**src/inc/mac_queue_pkg.sv**
```systemverilog
// Package: register map, fields and constants for the queue and threshold block
package mac_queue_pkg;

  // ----------------------------------------
  // Register byte addresses (index x 4, since 0xC6 is not word aligned)
  // ----------------------------------------
  localparam logic [31:0] IDX_TX_DESCRIPTOR_ENQUEUE = 32'h800100BC;
  localparam logic [31:0] IDX_TX_STATUS_QUEUE_BASE_ADDRESS = 32'h800100C0;
  localparam logic [31:0] IDX_TX_STATUS_QUEUE_BASE_LENGTH = 32'h800100C4;
  localparam logic [31:0] IDX_TX_STATUS_QUEUE_CURRENT_LENGTH = 32'h800100C6;
  localparam logic [31:0] IDX_TX_STATUS_QUEUE_CURRENT_ADDRESS = 32'h800100C8;
  localparam logic [31:0] IDX_RX_DATA_FIFO_THRESHOLD = 32'h800100D0;
  localparam logic [31:0] IDX_TX_DATA_FIFO_THRESHOLD = 32'h800100D4;
  localparam int ADDR_W = 12;
  localparam logic [11:0] ADDR_TX_DESCRIPTOR_ENQUEUE = IDX_TX_DESCRIPTOR_ENQUEUE[9:0] * 12'h004;
  localparam logic [11:0] ADDR_TX_STATUS_QUEUE_BASE_ADDRESS =
    IDX_TX_STATUS_QUEUE_BASE_ADDRESS[9:0] * 12'h004;
  localparam logic [11:0] ADDR_TX_STATUS_QUEUE_BASE_LENGTH =
    IDX_TX_STATUS_QUEUE_BASE_LENGTH[9:0] * 12'h004;
  localparam logic [11:0] ADDR_TX_STATUS_QUEUE_CURRENT_LENGTH =
    IDX_TX_STATUS_QUEUE_CURRENT_LENGTH[9:0] * 12'h004;
  localparam logic [11:0] ADDR_TX_STATUS_QUEUE_CURRENT_ADDRESS =
    IDX_TX_STATUS_QUEUE_CURRENT_ADDRESS[9:0] * 12'h004;
  localparam logic [11:0] ADDR_RX_DATA_FIFO_THRESHOLD = IDX_RX_DATA_FIFO_THRESHOLD[9:0] * 12'h004;
  localparam logic [11:0] ADDR_TX_DATA_FIFO_THRESHOLD = IDX_TX_DATA_FIFO_THRESHOLD[9:0] * 12'h004;

  // ----------------------------------------
  // Field layout
  // ----------------------------------------
  localparam int INCREMENT_LSB = 0;
  localparam int INCREMENT_W = 8;
  localparam int VALUE_LSB = 16;
  localparam int VALUE_W = 16;
  localparam int LENGTH_W = 16;
  localparam int SOFT_LSB = 0;
  localparam int HARD_LSB = 16;
  localparam int LEVEL_W = 14;
  localparam logic [15:0] LEVEL_MASK = 16'h3FFC;

  // ----------------------------------------
  // Reset values and timing
  // ----------------------------------------
  localparam logic [31:0] RESET_VALUE = 32'h00000000;
  localparam int IDLE_CLOCKS = 4;
  localparam logic [1:0] RESP_OKAY = 2'h0;
  localparam logic [1:0] RESP_SLVERR = 2'h2;

endpackage

```
**src/rtl/fifo_request_scheduler.sv**
```systemverilog
// Module: soft and hard threshold bus request scheduler for one data FIFO
`timescale 1ns/1ps
module fifo_request_scheduler #(
  parameter int LEVEL_W = 14
) (
  input  wire logic               aclk,
  input  wire logic               aresetn,
  input  wire logic [LEVEL_W-1:0] fill_words,
  input  wire logic [LEVEL_W-1:0] soft_level,
  input  wire logic [LEVEL_W-1:0] hard_level,
  input  wire logic               bus_idle,
  input  wire logic               resource_ok,
  input  wire logic               extra_event,
  output logic                    bus_request
);

  logic next_bus_request;
  logic over_soft;
  logic over_hard;

  always_comb begin
    over_soft = fill_words > soft_level;
    over_hard = fill_words > hard_level;
    next_bus_request = 1'b0;
    if (resource_ok) begin
      if (over_hard || extra_event) begin
        next_bus_request = 1'b1;
      end else if (over_soft && bus_idle) begin
        next_bus_request = 1'b1;
      end
    end
  end

  always_ff @(posedge aclk) begin
    if (!aresetn) begin
      bus_request <= 1'b0;
    end else begin
      bus_request <= next_bus_request;
    end
  end

endmodule

```
**src/rtl/mac_queue_and_fifo_thresholds.sv**
```systemverilog
// Module: transmit descriptor count, status queue pointers and FIFO threshold requests
//
// Register access over AXI4-Lite is this design's own decision.
`timescale 1ns/1ps
module mac_queue_and_fifo_thresholds #(
  parameter int FIFO_LEVEL_W = 14
) (
  input  wire logic                    aclk,
  input  wire logic                    aresetn,
  // AXI4-Lite slave
  input  wire logic [11:0]             s_axi_awaddr,
  input  wire logic                    s_axi_awvalid,
  output logic                         s_axi_awready,
  input  wire logic [31:0]             s_axi_wdata,
  input  wire logic [3:0]              s_axi_wstrb,
  input  wire logic                    s_axi_wvalid,
  output logic                         s_axi_wready,
  output logic [1:0]                   s_axi_bresp,
  output logic                         s_axi_bvalid,
  input  wire logic                    s_axi_bready,
  input  wire logic [11:0]             s_axi_araddr,
  input  wire logic                    s_axi_arvalid,
  output logic                         s_axi_arready,
  output logic [31:0]                  s_axi_rdata,
  output logic [1:0]                   s_axi_rresp,
  output logic                         s_axi_rvalid,
  input  wire logic                    s_axi_rready,
  // MAC side
  input  wire logic                    descriptors_read,
  input  wire logic [7:0]              descriptors_read_count,
  input  wire logic                    status_written,
  input  wire logic [7:0]              status_bytes_written,
  input  wire logic                    ahb_transfer,
  input  wire logic [FIFO_LEVEL_W-1:0] rx_fifo_words,
  input  wire logic                    rx_descriptor_active,
  input  wire logic                    rx_end_of_frame,
  input  wire logic [FIFO_LEVEL_W-1:0] tx_fifo_empty_words,
  input  wire logic                    tx_descriptor_active,
  output logic                         tx_descriptor_request,
  output logic                         rx_data_request,
  output logic                         tx_data_request,
  output logic [31:0]                  status_write_address
);

  typedef enum logic [1:0] {
    WR_IDLE = 2'b00,
    WR_RESP = 2'b01
  } wr_state_t;

  // ----------------------------------------
  // State
  // ----------------------------------------
  wr_state_t   wr_state, next_wr_state;
  logic        aw_held, next_aw_held;
  logic        w_held, next_w_held;
  logic [11:0] aw_addr, next_aw_addr;
  logic [31:0] w_data, next_w_data;
  logic [3:0]  w_strb, next_w_strb;
  logic [1:0]  bresp, next_bresp;
  logic        rvalid, next_rvalid;
  logic [31:0] rdata, next_rdata;
  logic [1:0]  rresp, next_rresp;

  logic [15:0] valid_descriptor_count, next_valid_descriptor_count;
  logic [31:0] status_queue_base_field, next_status_queue_base_field;
  logic [15:0] status_queue_length_field, next_status_queue_length_field;
  logic [15:0] status_queue_remaining_bytes, next_status_queue_remaining_bytes;
  logic [31:0] status_write_pointer, next_status_write_pointer;
  logic [15:0] rx_thr_soft, next_rx_thr_soft;
  logic [15:0] rx_thr_hard, next_rx_thr_hard;
  logic [15:0] tx_thr_soft, next_tx_thr_soft;
  logic [15:0] tx_thr_hard, next_tx_thr_hard;
  logic [2:0]  idle_count, next_idle_count;
  logic        tx_descriptor_request_q, next_tx_descriptor_request;
  logic        awready_q, next_awready;
  logic        wready_q, next_wready;
  logic        bvalid_q, next_bvalid;
  logic        arready_q, next_arready;
  logic        do_write;
  logic [15:0] wr_val16;
  logic [15:0] wr_hi16;

  // ----------------------------------------
  // AXI write channel and register writes
  // ----------------------------------------
  always_comb begin
    next_wr_state = wr_state;
    next_aw_held = aw_held;
    next_w_held = w_held;
    next_aw_addr = aw_addr;
    next_w_data = w_data;
    next_w_strb = w_strb;
    next_bresp = bresp;
    do_write = 1'b0;
    case (wr_state)
      WR_IDLE: begin
        if (s_axi_awvalid && !aw_held) begin
          next_aw_held = 1'b1;
          next_aw_addr = s_axi_awaddr;
        end
        if (s_axi_wvalid && !w_held) begin
          next_w_held = 1'b1;
          next_w_data = s_axi_wdata;
          next_w_strb = s_axi_wstrb;
        end
        if (next_aw_held && next_w_held) begin
          do_write = 1'b1;
          next_wr_state = WR_RESP;
        end
      end
      WR_RESP: begin
        if (s_axi_bready) begin
          next_aw_held = 1'b0;
          next_w_held = 1'b0;
          next_wr_state = WR_IDLE;
        end
      end
      default: next_wr_state = WR_IDLE;
    endcase
    wr_val16 = next_w_data[15:0];
    wr_hi16 = next_w_data[31:16];

    next_valid_descriptor_count = valid_descriptor_count;
    next_status_queue_base_field = status_queue_base_field;
    next_status_queue_length_field = status_queue_length_field;
    next_status_queue_remaining_bytes = status_queue_remaining_bytes;
    next_status_write_pointer = status_write_pointer;
    next_rx_thr_soft = rx_thr_soft;
    next_rx_thr_hard = rx_thr_hard;
    next_tx_thr_soft = tx_thr_soft;
    next_tx_thr_hard = tx_thr_hard;

    // Hardware events first; a simultaneous software write is applied on top
    if (descriptors_read) begin
      next_valid_descriptor_count = valid_descriptor_count - {8'h00, descriptors_read_count};
    end
    if (status_written) begin
      if (status_queue_remaining_bytes <= {8'h00, status_bytes_written}) begin
        next_status_write_pointer = status_queue_base_field;
        next_status_queue_remaining_bytes = status_queue_length_field;
      end else begin
        next_status_write_pointer = status_write_pointer + {24'h000000, status_bytes_written};
        next_status_queue_remaining_bytes =
          status_queue_remaining_bytes - {8'h00, status_bytes_written};
      end
    end

    if (do_write) begin
      next_bresp = mac_queue_pkg::RESP_OKAY;
      if (next_aw_addr == mac_queue_pkg::ADDR_TX_DESCRIPTOR_ENQUEUE) begin
        if (next_w_strb[0]) begin
          // Increment adds, value half ignores writes
          next_valid_descriptor_count = next_valid_descriptor_count
            + {8'h00, next_w_data[mac_queue_pkg::INCREMENT_LSB +: mac_queue_pkg::INCREMENT_W]};
        end
      end else if (next_aw_addr == mac_queue_pkg::ADDR_TX_STATUS_QUEUE_BASE_ADDRESS) begin
        next_status_queue_base_field = next_w_data;
      end else if (next_aw_addr == mac_queue_pkg::ADDR_TX_STATUS_QUEUE_BASE_LENGTH) begin
        next_status_queue_length_field = wr_val16;
      end else if (next_aw_addr == mac_queue_pkg::ADDR_TX_STATUS_QUEUE_CURRENT_LENGTH) begin
        next_status_queue_remaining_bytes = wr_val16;
      end else if (next_aw_addr == mac_queue_pkg::ADDR_TX_STATUS_QUEUE_CURRENT_ADDRESS) begin
        next_status_write_pointer = next_w_data;
      end else if (next_aw_addr == mac_queue_pkg::ADDR_RX_DATA_FIFO_THRESHOLD) begin
        next_rx_thr_soft = wr_val16 & mac_queue_pkg::LEVEL_MASK;
        next_rx_thr_hard = wr_hi16 & mac_queue_pkg::LEVEL_MASK;
      end else if (next_aw_addr == mac_queue_pkg::ADDR_TX_DATA_FIFO_THRESHOLD) begin
        next_tx_thr_soft = wr_val16 & mac_queue_pkg::LEVEL_MASK;
        next_tx_thr_hard = wr_hi16 & mac_queue_pkg::LEVEL_MASK;
      end else begin
        next_bresp = mac_queue_pkg::RESP_SLVERR;
      end
    end
  end

  // ----------------------------------------
  // AXI read channel
  // ----------------------------------------
  always_comb begin
    next_rvalid = rvalid;
    next_rdata = rdata;
    next_rresp = rresp;
    if (rvalid && s_axi_rready) begin
      next_rvalid = 1'b0;
    end
    if (!rvalid && s_axi_arvalid) begin
      next_rvalid = 1'b1;
      next_rresp = mac_queue_pkg::RESP_OKAY;
      if (s_axi_araddr == mac_queue_pkg::ADDR_TX_DESCRIPTOR_ENQUEUE) begin
        next_rdata = {valid_descriptor_count, 16'h0000};
      end else if (s_axi_araddr == mac_queue_pkg::ADDR_TX_STATUS_QUEUE_BASE_ADDRESS) begin
        next_rdata = status_queue_base_field;
      end else if (s_axi_araddr == mac_queue_pkg::ADDR_TX_STATUS_QUEUE_BASE_LENGTH) begin
        next_rdata = {16'h0000, status_queue_length_field};
      end else if (s_axi_araddr == mac_queue_pkg::ADDR_TX_STATUS_QUEUE_CURRENT_LENGTH) begin
        next_rdata = {16'h0000, status_queue_remaining_bytes};
      end else if (s_axi_araddr == mac_queue_pkg::ADDR_TX_STATUS_QUEUE_CURRENT_ADDRESS) begin
        next_rdata = status_write_pointer;
      end else if (s_axi_araddr == mac_queue_pkg::ADDR_RX_DATA_FIFO_THRESHOLD) begin
        next_rdata = {rx_thr_hard, rx_thr_soft};
      end else if (s_axi_araddr == mac_queue_pkg::ADDR_TX_DATA_FIFO_THRESHOLD) begin
        next_rdata = {tx_thr_hard, tx_thr_soft};
      end else begin
        next_rdata = 32'h00000000;
        next_rresp = mac_queue_pkg::RESP_SLVERR;
      end
    end
  end

  // ----------------------------------------
  // Bus idle detection and descriptor request
  // ----------------------------------------
  always_comb begin
    next_idle_count = idle_count;
    if (ahb_transfer) begin
      next_idle_count = 3'h0;
    end else if (idle_count < 3'(mac_queue_pkg::IDLE_CLOCKS)) begin
      next_idle_count = idle_count + 3'h1;
    end
    next_tx_descriptor_request = (valid_descriptor_count != 16'h0000);
    // Decoded from next state so the registered copies match the held flags
    next_awready = (next_wr_state == WR_IDLE) && !next_aw_held;
    next_wready = (next_wr_state == WR_IDLE) && !next_w_held;
    next_bvalid = (next_wr_state == WR_RESP);
    next_arready = !next_rvalid;
  end

  always_ff @(posedge aclk) begin
    if (!aresetn) begin
      wr_state <= WR_IDLE;
      aw_held <= 1'b0;
      w_held <= 1'b0;
      aw_addr <= 12'h000;
      w_data <= mac_queue_pkg::RESET_VALUE;
      w_strb <= 4'h0;
      bresp <= 2'h0;
      rvalid <= 1'b0;
      rdata <= mac_queue_pkg::RESET_VALUE;
      rresp <= 2'h0;
      valid_descriptor_count <= 16'h0000;
      status_queue_base_field <= mac_queue_pkg::RESET_VALUE;
      status_queue_length_field <= 16'h0000;
      status_queue_remaining_bytes <= 16'h0000;
      status_write_pointer <= mac_queue_pkg::RESET_VALUE;
      rx_thr_soft <= 16'h0000;
      rx_thr_hard <= 16'h0000;
      tx_thr_soft <= 16'h0000;
      tx_thr_hard <= 16'h0000;
      idle_count <= 3'h0;
      tx_descriptor_request_q <= 1'b0;
      awready_q <= 1'b1;
      wready_q <= 1'b1;
      bvalid_q <= 1'b0;
      arready_q <= 1'b1;
    end else begin
      wr_state <= next_wr_state;
      aw_held <= next_aw_held;
      w_held <= next_w_held;
      aw_addr <= next_aw_addr;
      w_data <= next_w_data;
      w_strb <= next_w_strb;
      bresp <= next_bresp;
      rvalid <= next_rvalid;
      rdata <= next_rdata;
      rresp <= next_rresp;
      valid_descriptor_count <= next_valid_descriptor_count;
      status_queue_base_field <= next_status_queue_base_field;
      status_queue_length_field <= next_status_queue_length_field;
      status_queue_remaining_bytes <= next_status_queue_remaining_bytes;
      status_write_pointer <= next_status_write_pointer;
      rx_thr_soft <= next_rx_thr_soft;
      rx_thr_hard <= next_rx_thr_hard;
      tx_thr_soft <= next_tx_thr_soft;
      tx_thr_hard <= next_tx_thr_hard;
      idle_count <= next_idle_count;
      tx_descriptor_request_q <= next_tx_descriptor_request;
      awready_q <= next_awready;
      wready_q <= next_wready;
      bvalid_q <= next_bvalid;
      arready_q <= next_arready;
    end
  end

  // Handshake outputs come straight from flops: each ready only while its own channel holds nothing
  assign s_axi_awready = awready_q;
  assign s_axi_wready = wready_q;
  assign s_axi_bvalid = bvalid_q;
  assign s_axi_bresp = bresp;
  assign s_axi_arready = arready_q;
  assign s_axi_rvalid = rvalid;
  assign s_axi_rdata = rdata;
  assign s_axi_rresp = rresp;
  assign tx_descriptor_request = tx_descriptor_request_q;
  assign status_write_address = status_write_pointer;

  // ----------------------------------------
  // Data FIFO schedulers
  // ----------------------------------------
  fifo_request_scheduler #(
    .LEVEL_W (FIFO_LEVEL_W)
  ) u_rx_sched (
    .aclk        (aclk),
    .aresetn     (aresetn),
    .fill_words  (rx_fifo_words),
    .soft_level  (rx_thr_soft[FIFO_LEVEL_W-1:0]),
    .hard_level  (rx_thr_hard[FIFO_LEVEL_W-1:0]),
    .bus_idle    (idle_count >= 3'(mac_queue_pkg::IDLE_CLOCKS)),
    .resource_ok (rx_descriptor_active),
    .extra_event (rx_end_of_frame),
    .bus_request (rx_data_request)
  );

  fifo_request_scheduler #(
    .LEVEL_W (FIFO_LEVEL_W)
  ) u_tx_sched (
    .aclk        (aclk),
    .aresetn     (aresetn),
    .fill_words  (tx_fifo_empty_words),
    .soft_level  (tx_thr_soft[FIFO_LEVEL_W-1:0]),
    .hard_level  (tx_thr_hard[FIFO_LEVEL_W-1:0]),
    .bus_idle    (idle_count >= 3'(mac_queue_pkg::IDLE_CLOCKS)),
    .resource_ok (tx_descriptor_active),
    .extra_event (1'b0),
    .bus_request (tx_data_request)
  );

endmodule

```
**config.mk**
```make
export PLATFORM = sky130hd
export DESIGN_NAME = mac_queue_and_fifo_thresholds
export DESIGN_NICKNAME = d
export VERILOG_FILES = /design/src/inc/mac_queue_pkg.sv /design/src/rtl/fifo_request_scheduler.sv /design/src/rtl/mac_queue_and_fifo_thresholds.sv
export SDC_FILE = /design/constraint.sdc
export NUM_CORES = 1
export LEC_CHECK = 0
export BUFFER_PORTS_ARGS = -buffer_cell sky130_fd_sc_hd__buf_2
export CAP_MARGIN = 5
export CELL_PAD_IN_SITES_DETAIL_PLACEMENT = 2
export CELL_PAD_IN_SITES_GLOBAL_PLACEMENT = 2
export CORE_UTILIZATION = 38
export CTS_CLUSTER_DIAMETER = 50
export DETAILED_ROUTE_END_ITERATION = 8
export GPL_TIMING_DRIVEN = 1
export HOLD_SLACK_MARGIN = 0.15
export PLACE_DENSITY_LB_ADDON = 0.1
export SLEW_MARGIN = 0
export SYNTH_ARGS = -nofsm -noshare
export SYNTH_HDL_FRONTEND = slang
export SYNTH_SLANG_ARGS = --single-unit
export TNS_END_PERCENT = 5
```
**constraint.sdc**
```tcl
create_clock -name aclk -period 5.6 [get_ports aclk]
set_clock_uncertainty 0.05 [all_clocks]
set_input_delay 0.84 -clock aclk [delete_from_list [all_inputs] [get_ports aclk]]
set_output_delay 0.84 -clock aclk [all_outputs]
set_load 0.05 [all_outputs]
```
==> results of run 1 <==
==> synthesized netlist by cell type, drive strengths merged (15+ instances only) <==
master / count
clkbuf: 73
a21oi: 91
mux2i: 51
a211oi: 62
xnor2: 15
o21a: 16
nand3: 71
nand2: 152
ha: 83
dfxtp: 254
a21o: 28
a221oi: 23
mux2: 61
nor2b: 16
nor2: 181
buf: 40
nand2b: 22
o21ai: 137
nand4: 23
nor3: 32
o22ai: 33
o211ai: 15
a31oi: 29
inv: 103
==> power by group through the flow <==
stage,Clock [uW],Sequential (uW),Combinational [uW]
6_report,2600,2260,2390
5_1_grt,2700,2290,2580
4_1_cts,2640,2260,2380
3_5_place_dp,0,2290,2340
3_3_place_gp,0,2280,2240
2_1_floorplan,0,2500,1370
==> cell usage in the layout (no fill, tap or decap), types with 60 or more instances in the layout <==
cell / count
nand2_1: 150
dfxtp_1: 254
ha_1: 83
inv_1: 102
a211oi_1: 62
nand3_1: 70
nor2_1: 179
buf_2: 186
mux2_2: 60
a21oi_1: 90
o21ai_0: 137
==> layout make-up <==
type / count / area, um2 / area share (%)
repair buffers: 223 / 1220 / 6.98
multi-input cells: 1319 / 8790 / 50.3
clock inverters: 18 / 254 / 1.45
flip-flops and latches: 254 / 5080 / 29.1
clock buffers: 50 / 1110 / 6.35
inverters: 104 / 392 / 2.24
well taps: 511 / 639 / 3.66
==> metal layers <==
metal / wire, um / vias up / track usage [%]
met2: 30400 / 474 / 55.0
met1: 27900 / 7566 / 41.7
met5: 0 / - / 0
met4: 2470 / 0 / 13.2
met3: 3320 / 116 / 4.31
li1: - / 6849 / -
==> how the worst max path moves through the flow <==
stage | startpoint | end | slack, ns | cells past startpoint
after CTS | wr_state[1] | valid_descriptor_count[15] | 1.43 | 11
final | wr_state[1] | valid_descriptor_count[15] | 1.44 | 11
after detailed placement | s_axi_wvalid | valid_descriptor_count[15] | 0.97 | 12
after floorplan | s_axi_wvalid | valid_descriptor_count[10] | 1.67 | 13
after global routing | wr_state[1] | valid_descriptor_count[15] | 1.15 | 11
after global placement | s_axi_wvalid | valid_descriptor_count[10] | 1.15 | 12
==> registers in the layout, summed over array words and instances (netlist names), 2 cells and up <==
register	flops
rx_thr_hard	12
rx_thr_soft	12
status_queue_length_field	16
wr_state	2
idle_count	3
tx_thr_hard	12
status_queue_remaining_bytes	16
s_axi_rdata	32
status_queue_base_field	32
tx_thr_soft	12
valid_descriptor_count	16
aw_addr	12
w_data	32
status_write_address	32
==> metrics by stage <==
step,instance area (um2),util (%),cells
floorplan,14700,-,1790
global placement,16100,42.6,2411
detailed placement,16100,42.6,2411
CTS,17500,46.2,2479
global route,17500,46.2,2479
finish,17500,46.2,2479
==> kinds of logic after synthesis <==
| kind of cell | after synthesis | share of synthesized area (%) |
|---|---|---|
| buffers and inverters | 217 | 6.09 |
| adder cells (fa/ha/maj) | 87 | 7.61 |
| XOR/XNOR | 25 | 1.49 |
| flip-flops | 254 | 34.6 |
| AO/OA/AOI/OAI | 516 | 23.0 |
| AND/OR/NAND/NOR | 576 | 19.0 |
| multiplexers | 112 | 8.25 |
| other | 1 | 0.0255 |
==> critical path: stages, from the launching register on <==
cell,delay (ns)
dfxtp_1,0.38
nor4b_2,0.77
buf_4,0.45
mux2_2,0.48
ha_1,0.37
o21ai_0,0.13
o21ai_0,0.31
a21o_1,0.20
a31oi_1,0.14
nor2_1,0.40
nand4_1,0.18
mux2i_1,0.15
==> impl_metrics.ini, run 1 <==
[clock_tree]
clk_latency_ns = 0.55
clkSlewWorstSetupHoldPaths_ns = 0.06
cts_buffers = 38
htreeDepth = 2
root_buffer = clkbuf_16
cts_resized = 0
clock-sinks = 254
post_cts_buffers = 0
cts_hold_buf = 0
cts_tree = built
cts_buffer_depth = 3

[synth]
syn_area_um2 = 14700
ys_types = 86
avgSynthCellArea_um2 = 8.22
synthDominantCellAreaShare_pct = 34.6
seq_area_frac_synth_pct = 34.6
synth_top_cell_by_area = dfxtp_1
syn_inst = 1788
ys.flop_type = dfxtp_1
ys_ff_latch = 254
synthArstFlopShare_pct = 0
ys_warn_count = 0
synth_edf_count = 0
synthTopCellsByArea = dfxtp_1, ha_1, o21ai_0

[timing]
drv_slew = 0
finalCritPeriodShare_pct = 74.3
relSlewSlack_pct = 25.4
fin_ws_ns = 1.44
fmax_mhz = 240
tns_ns = 0
final_hold_viol_count = 0
worst_pin_slew_ns = 1.12
finalSetupViolCount = 0
rsz0062_at_grt = false
finalCriticalPeriod_ns = 4.16
hold_slack_ns = 0.407

[global_routing]
antenna_found_initial = 1
grt-ovfl-total = 0
grt_pass1_vias = 16000
grt_usage_pct = 32.6
grt_max_degree = 70
grt_pass1_wl_um = 96900

[routing]
post_drt_wl_per_cell_um = 25.8
wl_um = 64000
drtAntennaViolNets = 0
drt_pre_antenna_iters = 5
vias_per_cell = 6.05
num_vias = 15000
drt_iter0_markers = 900
drc = 0

[power]
clockPowerShare_pct = 35.9
p_sw_uw = 2810
total_power_uw = 7260
ir_drop_mv = 0.222
pwr-share-seq_pct = 31.2
combinationalPowerShare_pct = 33.0
p_int_uw = 4460
switching_share_pct = 38.7
power_density_nw_per_um2 = 415
p_leak_uw = 0.00713

[worst_setup_path]
end_kind = register
reg2reg_slack_ns = 1.44
r2r_end = valid_descriptor_count[15]
crit_required_ns = 5.97
worstPathArrival_ns = 4.53
cp_max_fo = 14
startpoint_type = register
worstSetupPathType = reg -> reg
r2r_cells = 11
crit-reg2reg-launch = wr_state[1]

[place]
numPortBuffers = 187
place_ws_ns = 0.970
gp_congestion = 0.861
hpwlAfterDp_um = 46300

[worst_hold_path]
whs_path_depth = 2
holdPathEnd = s_axi_rdata[1]
holdCritStartpoint = s_axi_rdata[1]
hold_path.class = reg -> reg

[floorplanning]
dieArea_um2 = 39500
die_x_um = 199
ios = 193
coreArea_um2 = 37800
start_util_pct = 38.9
fp.dieH_um = 199
fp-row-count = 71

[run]
cap_violations = 0

[finish]
drive_gt1_share_pct = 19.3
nNetsFinal = 2144
synthToLayoutAreaGrowth_pct = 18.9
fill_cells = 4288
diodes = 0

[outcome]
status = complete, no violations
Note: power is estimated with default switching activity, not from simulation.
==> inputs of run 2 (changes only) <==
--- a/config.mk
+++ b/config.mk
@@ -5,11 +5,12 @@
 export SDC_FILE = /design/constraint.sdc
 export NUM_CORES = 1
 export LEC_CHECK = 0
+export ABC_AREA = 1
 export BUFFER_PORTS_ARGS = -buffer_cell sky130_fd_sc_hd__buf_2
 export CAP_MARGIN = 5
 export CELL_PAD_IN_SITES_DETAIL_PLACEMENT = 2
 export CELL_PAD_IN_SITES_GLOBAL_PLACEMENT = 2
-export CORE_UTILIZATION = 38
+export CORE_UTILIZATION = 29
 export CTS_CLUSTER_DIAMETER = 50
 export DETAILED_ROUTE_END_ITERATION = 8
 export GPL_TIMING_DRIVEN = 1
==> constraint.sdc (replaced) <==
create_clock -name aclk -period 3.65 [get_ports aclk]
set_clock_uncertainty 0.05 [all_clocks]
set_input_delay 0.5475 -clock aclk [delete_from_list [all_inputs] [get_ports aclk]]
set_output_delay 0.5475 -clock aclk [all_outputs]
set_load 0.05 [all_outputs]
==> impl_metrics.ini, run 2 <==
[clock_tree]
cts_tree = built
htreeDepth = 2
clock-sinks = 254
root_buffer = clkbuf_16
clk_latency_ns = 0.58
cts_buffer_depth = 3
clkSlewWorstSetupHoldPaths_ns = 0.06
cts_buffers = 44

[timing]
final_hold_viol_count = 0
drv_slew = 0
relSlewSlack_pct = 27.6
finalCriticalPeriod_ns = 3.42
tns_ns = 0
worst_pin_slew_ns = 1.09
fmax_mhz = 292
finalCritPeriodShare_pct = 93.7
finalSetupViolCount = 0

[synth]
synthTopCellsByCount = nand2_1, inv_1, dfxtp_1
synth_most_common_cell = nand2_1
synth_top_cell_by_area = dfxtp_1
synthTopCellsByArea = dfxtp_1, nand2_1, inv_1
avgSynthCellArea_um2 = 6.43
ys_warn_count = 0
synthArstFlopShare_pct = 0
seq_area_frac_synth_pct = 31.8
ys_types = 53
synthDominantCellAreaShare_pct = 31.8
synth_edf_count = 0
ys_ff_latch = 254
syn_inst = 2486
ys.flop_type = dfxtp_1
syn_area_um2 = 16000

[global_routing]
grt_max_degree = 94
antenna_found_initial = 3
grt-ovfl-total = 0
grt_usage_pct = 27.9
grt_pass1_vias = 18800
grt_pass1_wl_um = 117000

[floorplanning]
start_util_pct = 29.6
ios = 193
die_x_um = 237
fp-row-count = 85
dieArea_um2 = 56100
coreArea_um2 = 54100
fp.dieH_um = 237

[worst_setup_path]
cp_max_fo = 4
end_kind = register
worstSetupPathType = reg -> reg
r2r_cells = 23
startpoint_type = register
crit-reg2reg-launch = valid_descriptor_count[0]
reg2reg_slack_ns = 0.23
crit_required_ns = 4.12
worstPathArrival_ns = 3.89
r2r_end = valid_descriptor_count[15]
cp-startpoint = valid_descriptor_count[0]

[routing]
drtAntennaViolNets = 0
drc = 0
wl_um = 78600
num_vias = 17400
post_drt_wl_per_cell_um = 23.0
vias_per_cell = 5.11
drt_iter0_markers = 652
drt_pre_antenna_iters = 5

[power]
p_leak_uw = 0.00917
total_power_uw = 12400
ir_drop_mv = 0.333
power_density_nw_per_um2 = 643

[outcome]
status = complete, no violations

[place]
gp_congestion = 0.902
hpwlAfterDp_um = 62000
numPortBuffers = 187

[worst_hold_path]
holdPathEnd = s_axi_arready
holdCritStartpoint = s_axi_rready
whs_path_depth = 3
hold_path.class = in -> reg

[finish]
register_area_um2 = 5080
synthToLayoutAreaGrowth_pct = 20.6
multi_input_area_um2 = 8980
fill_cells = 6624
final_cell_mix = nand2_1, inv_1, dfxtp_1
layout.cells.most_common = nand2_1
drive_gt1_share_pct = 14.4
nNetsFinal = 2883
diodes = 0

[run]
cap_violations = 0
-- run 2: cell count changes after synthesis, moves of 22 or more --
cell	before	now
a21oi_1	90	245
nand3_1	70	154
nand2_1	150	648
nand2b_1	22	0
mux2i_1	50	1
or2_2	5	36
a221oi_1	22	0
mux2_2	60	0
o21ai_1	0	23
a211oi_1	62	4
o21ai_0	137	163
inv_1	103	371
a31oi_1	29	3
a21o_1	28	3
-- run 2: worst max-delay path, cell delays in order, from the launching register on --
cell and delay, ns:
dfxtp_1 0.32, inv_2 0.11, ha_1 0.17, inv_1 0.07, fa_1 0.41, nand3_1 0.10, nand2_1 0.12, nand3_1 0.10
nand3_1 0.11, xnor2_2 0.16, o21ai_1 0.11, ha_1 0.39, nand2_1 0.10, inv_1 0.08, nand4_1 0.10, nand2_1 0.13
nand3_1 0.10, nand2_2 0.11, inv_1 0.05, nor2_2 0.13, inv_1 0.06, nor2_1 0.11, nor2_1 0.05, nor2_1 0.10
-- run 2: final cells by class --
cell class              count  share of cell area [%]
clock buffers              55                    6.24
clock inverters            27                    1.29
inverters                 377                    7.34
multi-input cells        1753                    46.6
flip-flops and latches    254                    26.4
well taps                 696                    4.52
repair buffers            249                    7.68
-- run 2: layer usage --
layer  GRT usage [%]  vias up  part of all wire (%)
met2            49.9      284                    49
met5               0        -                     0
met1            34.0     8620                    44
met3            2.89      110                   2.8
met4            11.6        0                   4.1
li1                -     8416                     -
-- run 2: power breakdown --
part / leakage [uW] / total [uW] / switching [uW] / internal, uW
combinational: 0.00640 / 4650 / 3180 / 1480
sequential: 0.00207 / 3560 / 488 / 3070
clock: 0.000694 / 4180 / 1670 / 2520
total: 0.00917 / 12400 / 5330 / 7070
-- run 2: timing repair --
item,in CTS,in global routing
hold buffers,2,0
endpoints found under the setup margin,0,8
resized for setup,0,6
hold endpoints to repair,2,0
setup buffers,0,1
-- run 2: how the worst max path moves through the flow --
stage,cells after the start,endpoint
2_1_floorplan,22,valid_descriptor_count[15]
3_3_place_gp,23,valid_descriptor_count[15]
3_5_place_dp,23,valid_descriptor_count[15]
4_1_cts,23,valid_descriptor_count[15]
5_1_grt,23,valid_descriptor_count[15]
6_report,23,valid_descriptor_count[15]
-- run 2: through the flow --
step                      hold WS, ns  area, um2  instances  util (%)  setup WS [ns]
final                           0.187      19300       3411      35.6          0.231
after global routing            0.210      19300       3411      35.6       -0.00830
after CTS                       0.154      19300       3410      35.6         0.0214
after detailed placement        0.411      17800       3326      32.9         -0.106
after global placement          0.403      17800       3326      32.9         0.0664
after floorplan                 0.388      16000       2488         -          0.643
-- run 2: cell families after synthesis --
family          share of synthesized area, %
fa+ha+maj                               6.99
xor+xnor                                1.48
flops                                   31.8
other cells                           0.0234
buf+inv                                 12.2
compound gates                          17.2
mux                                   0.0626
simple gates                            30.2
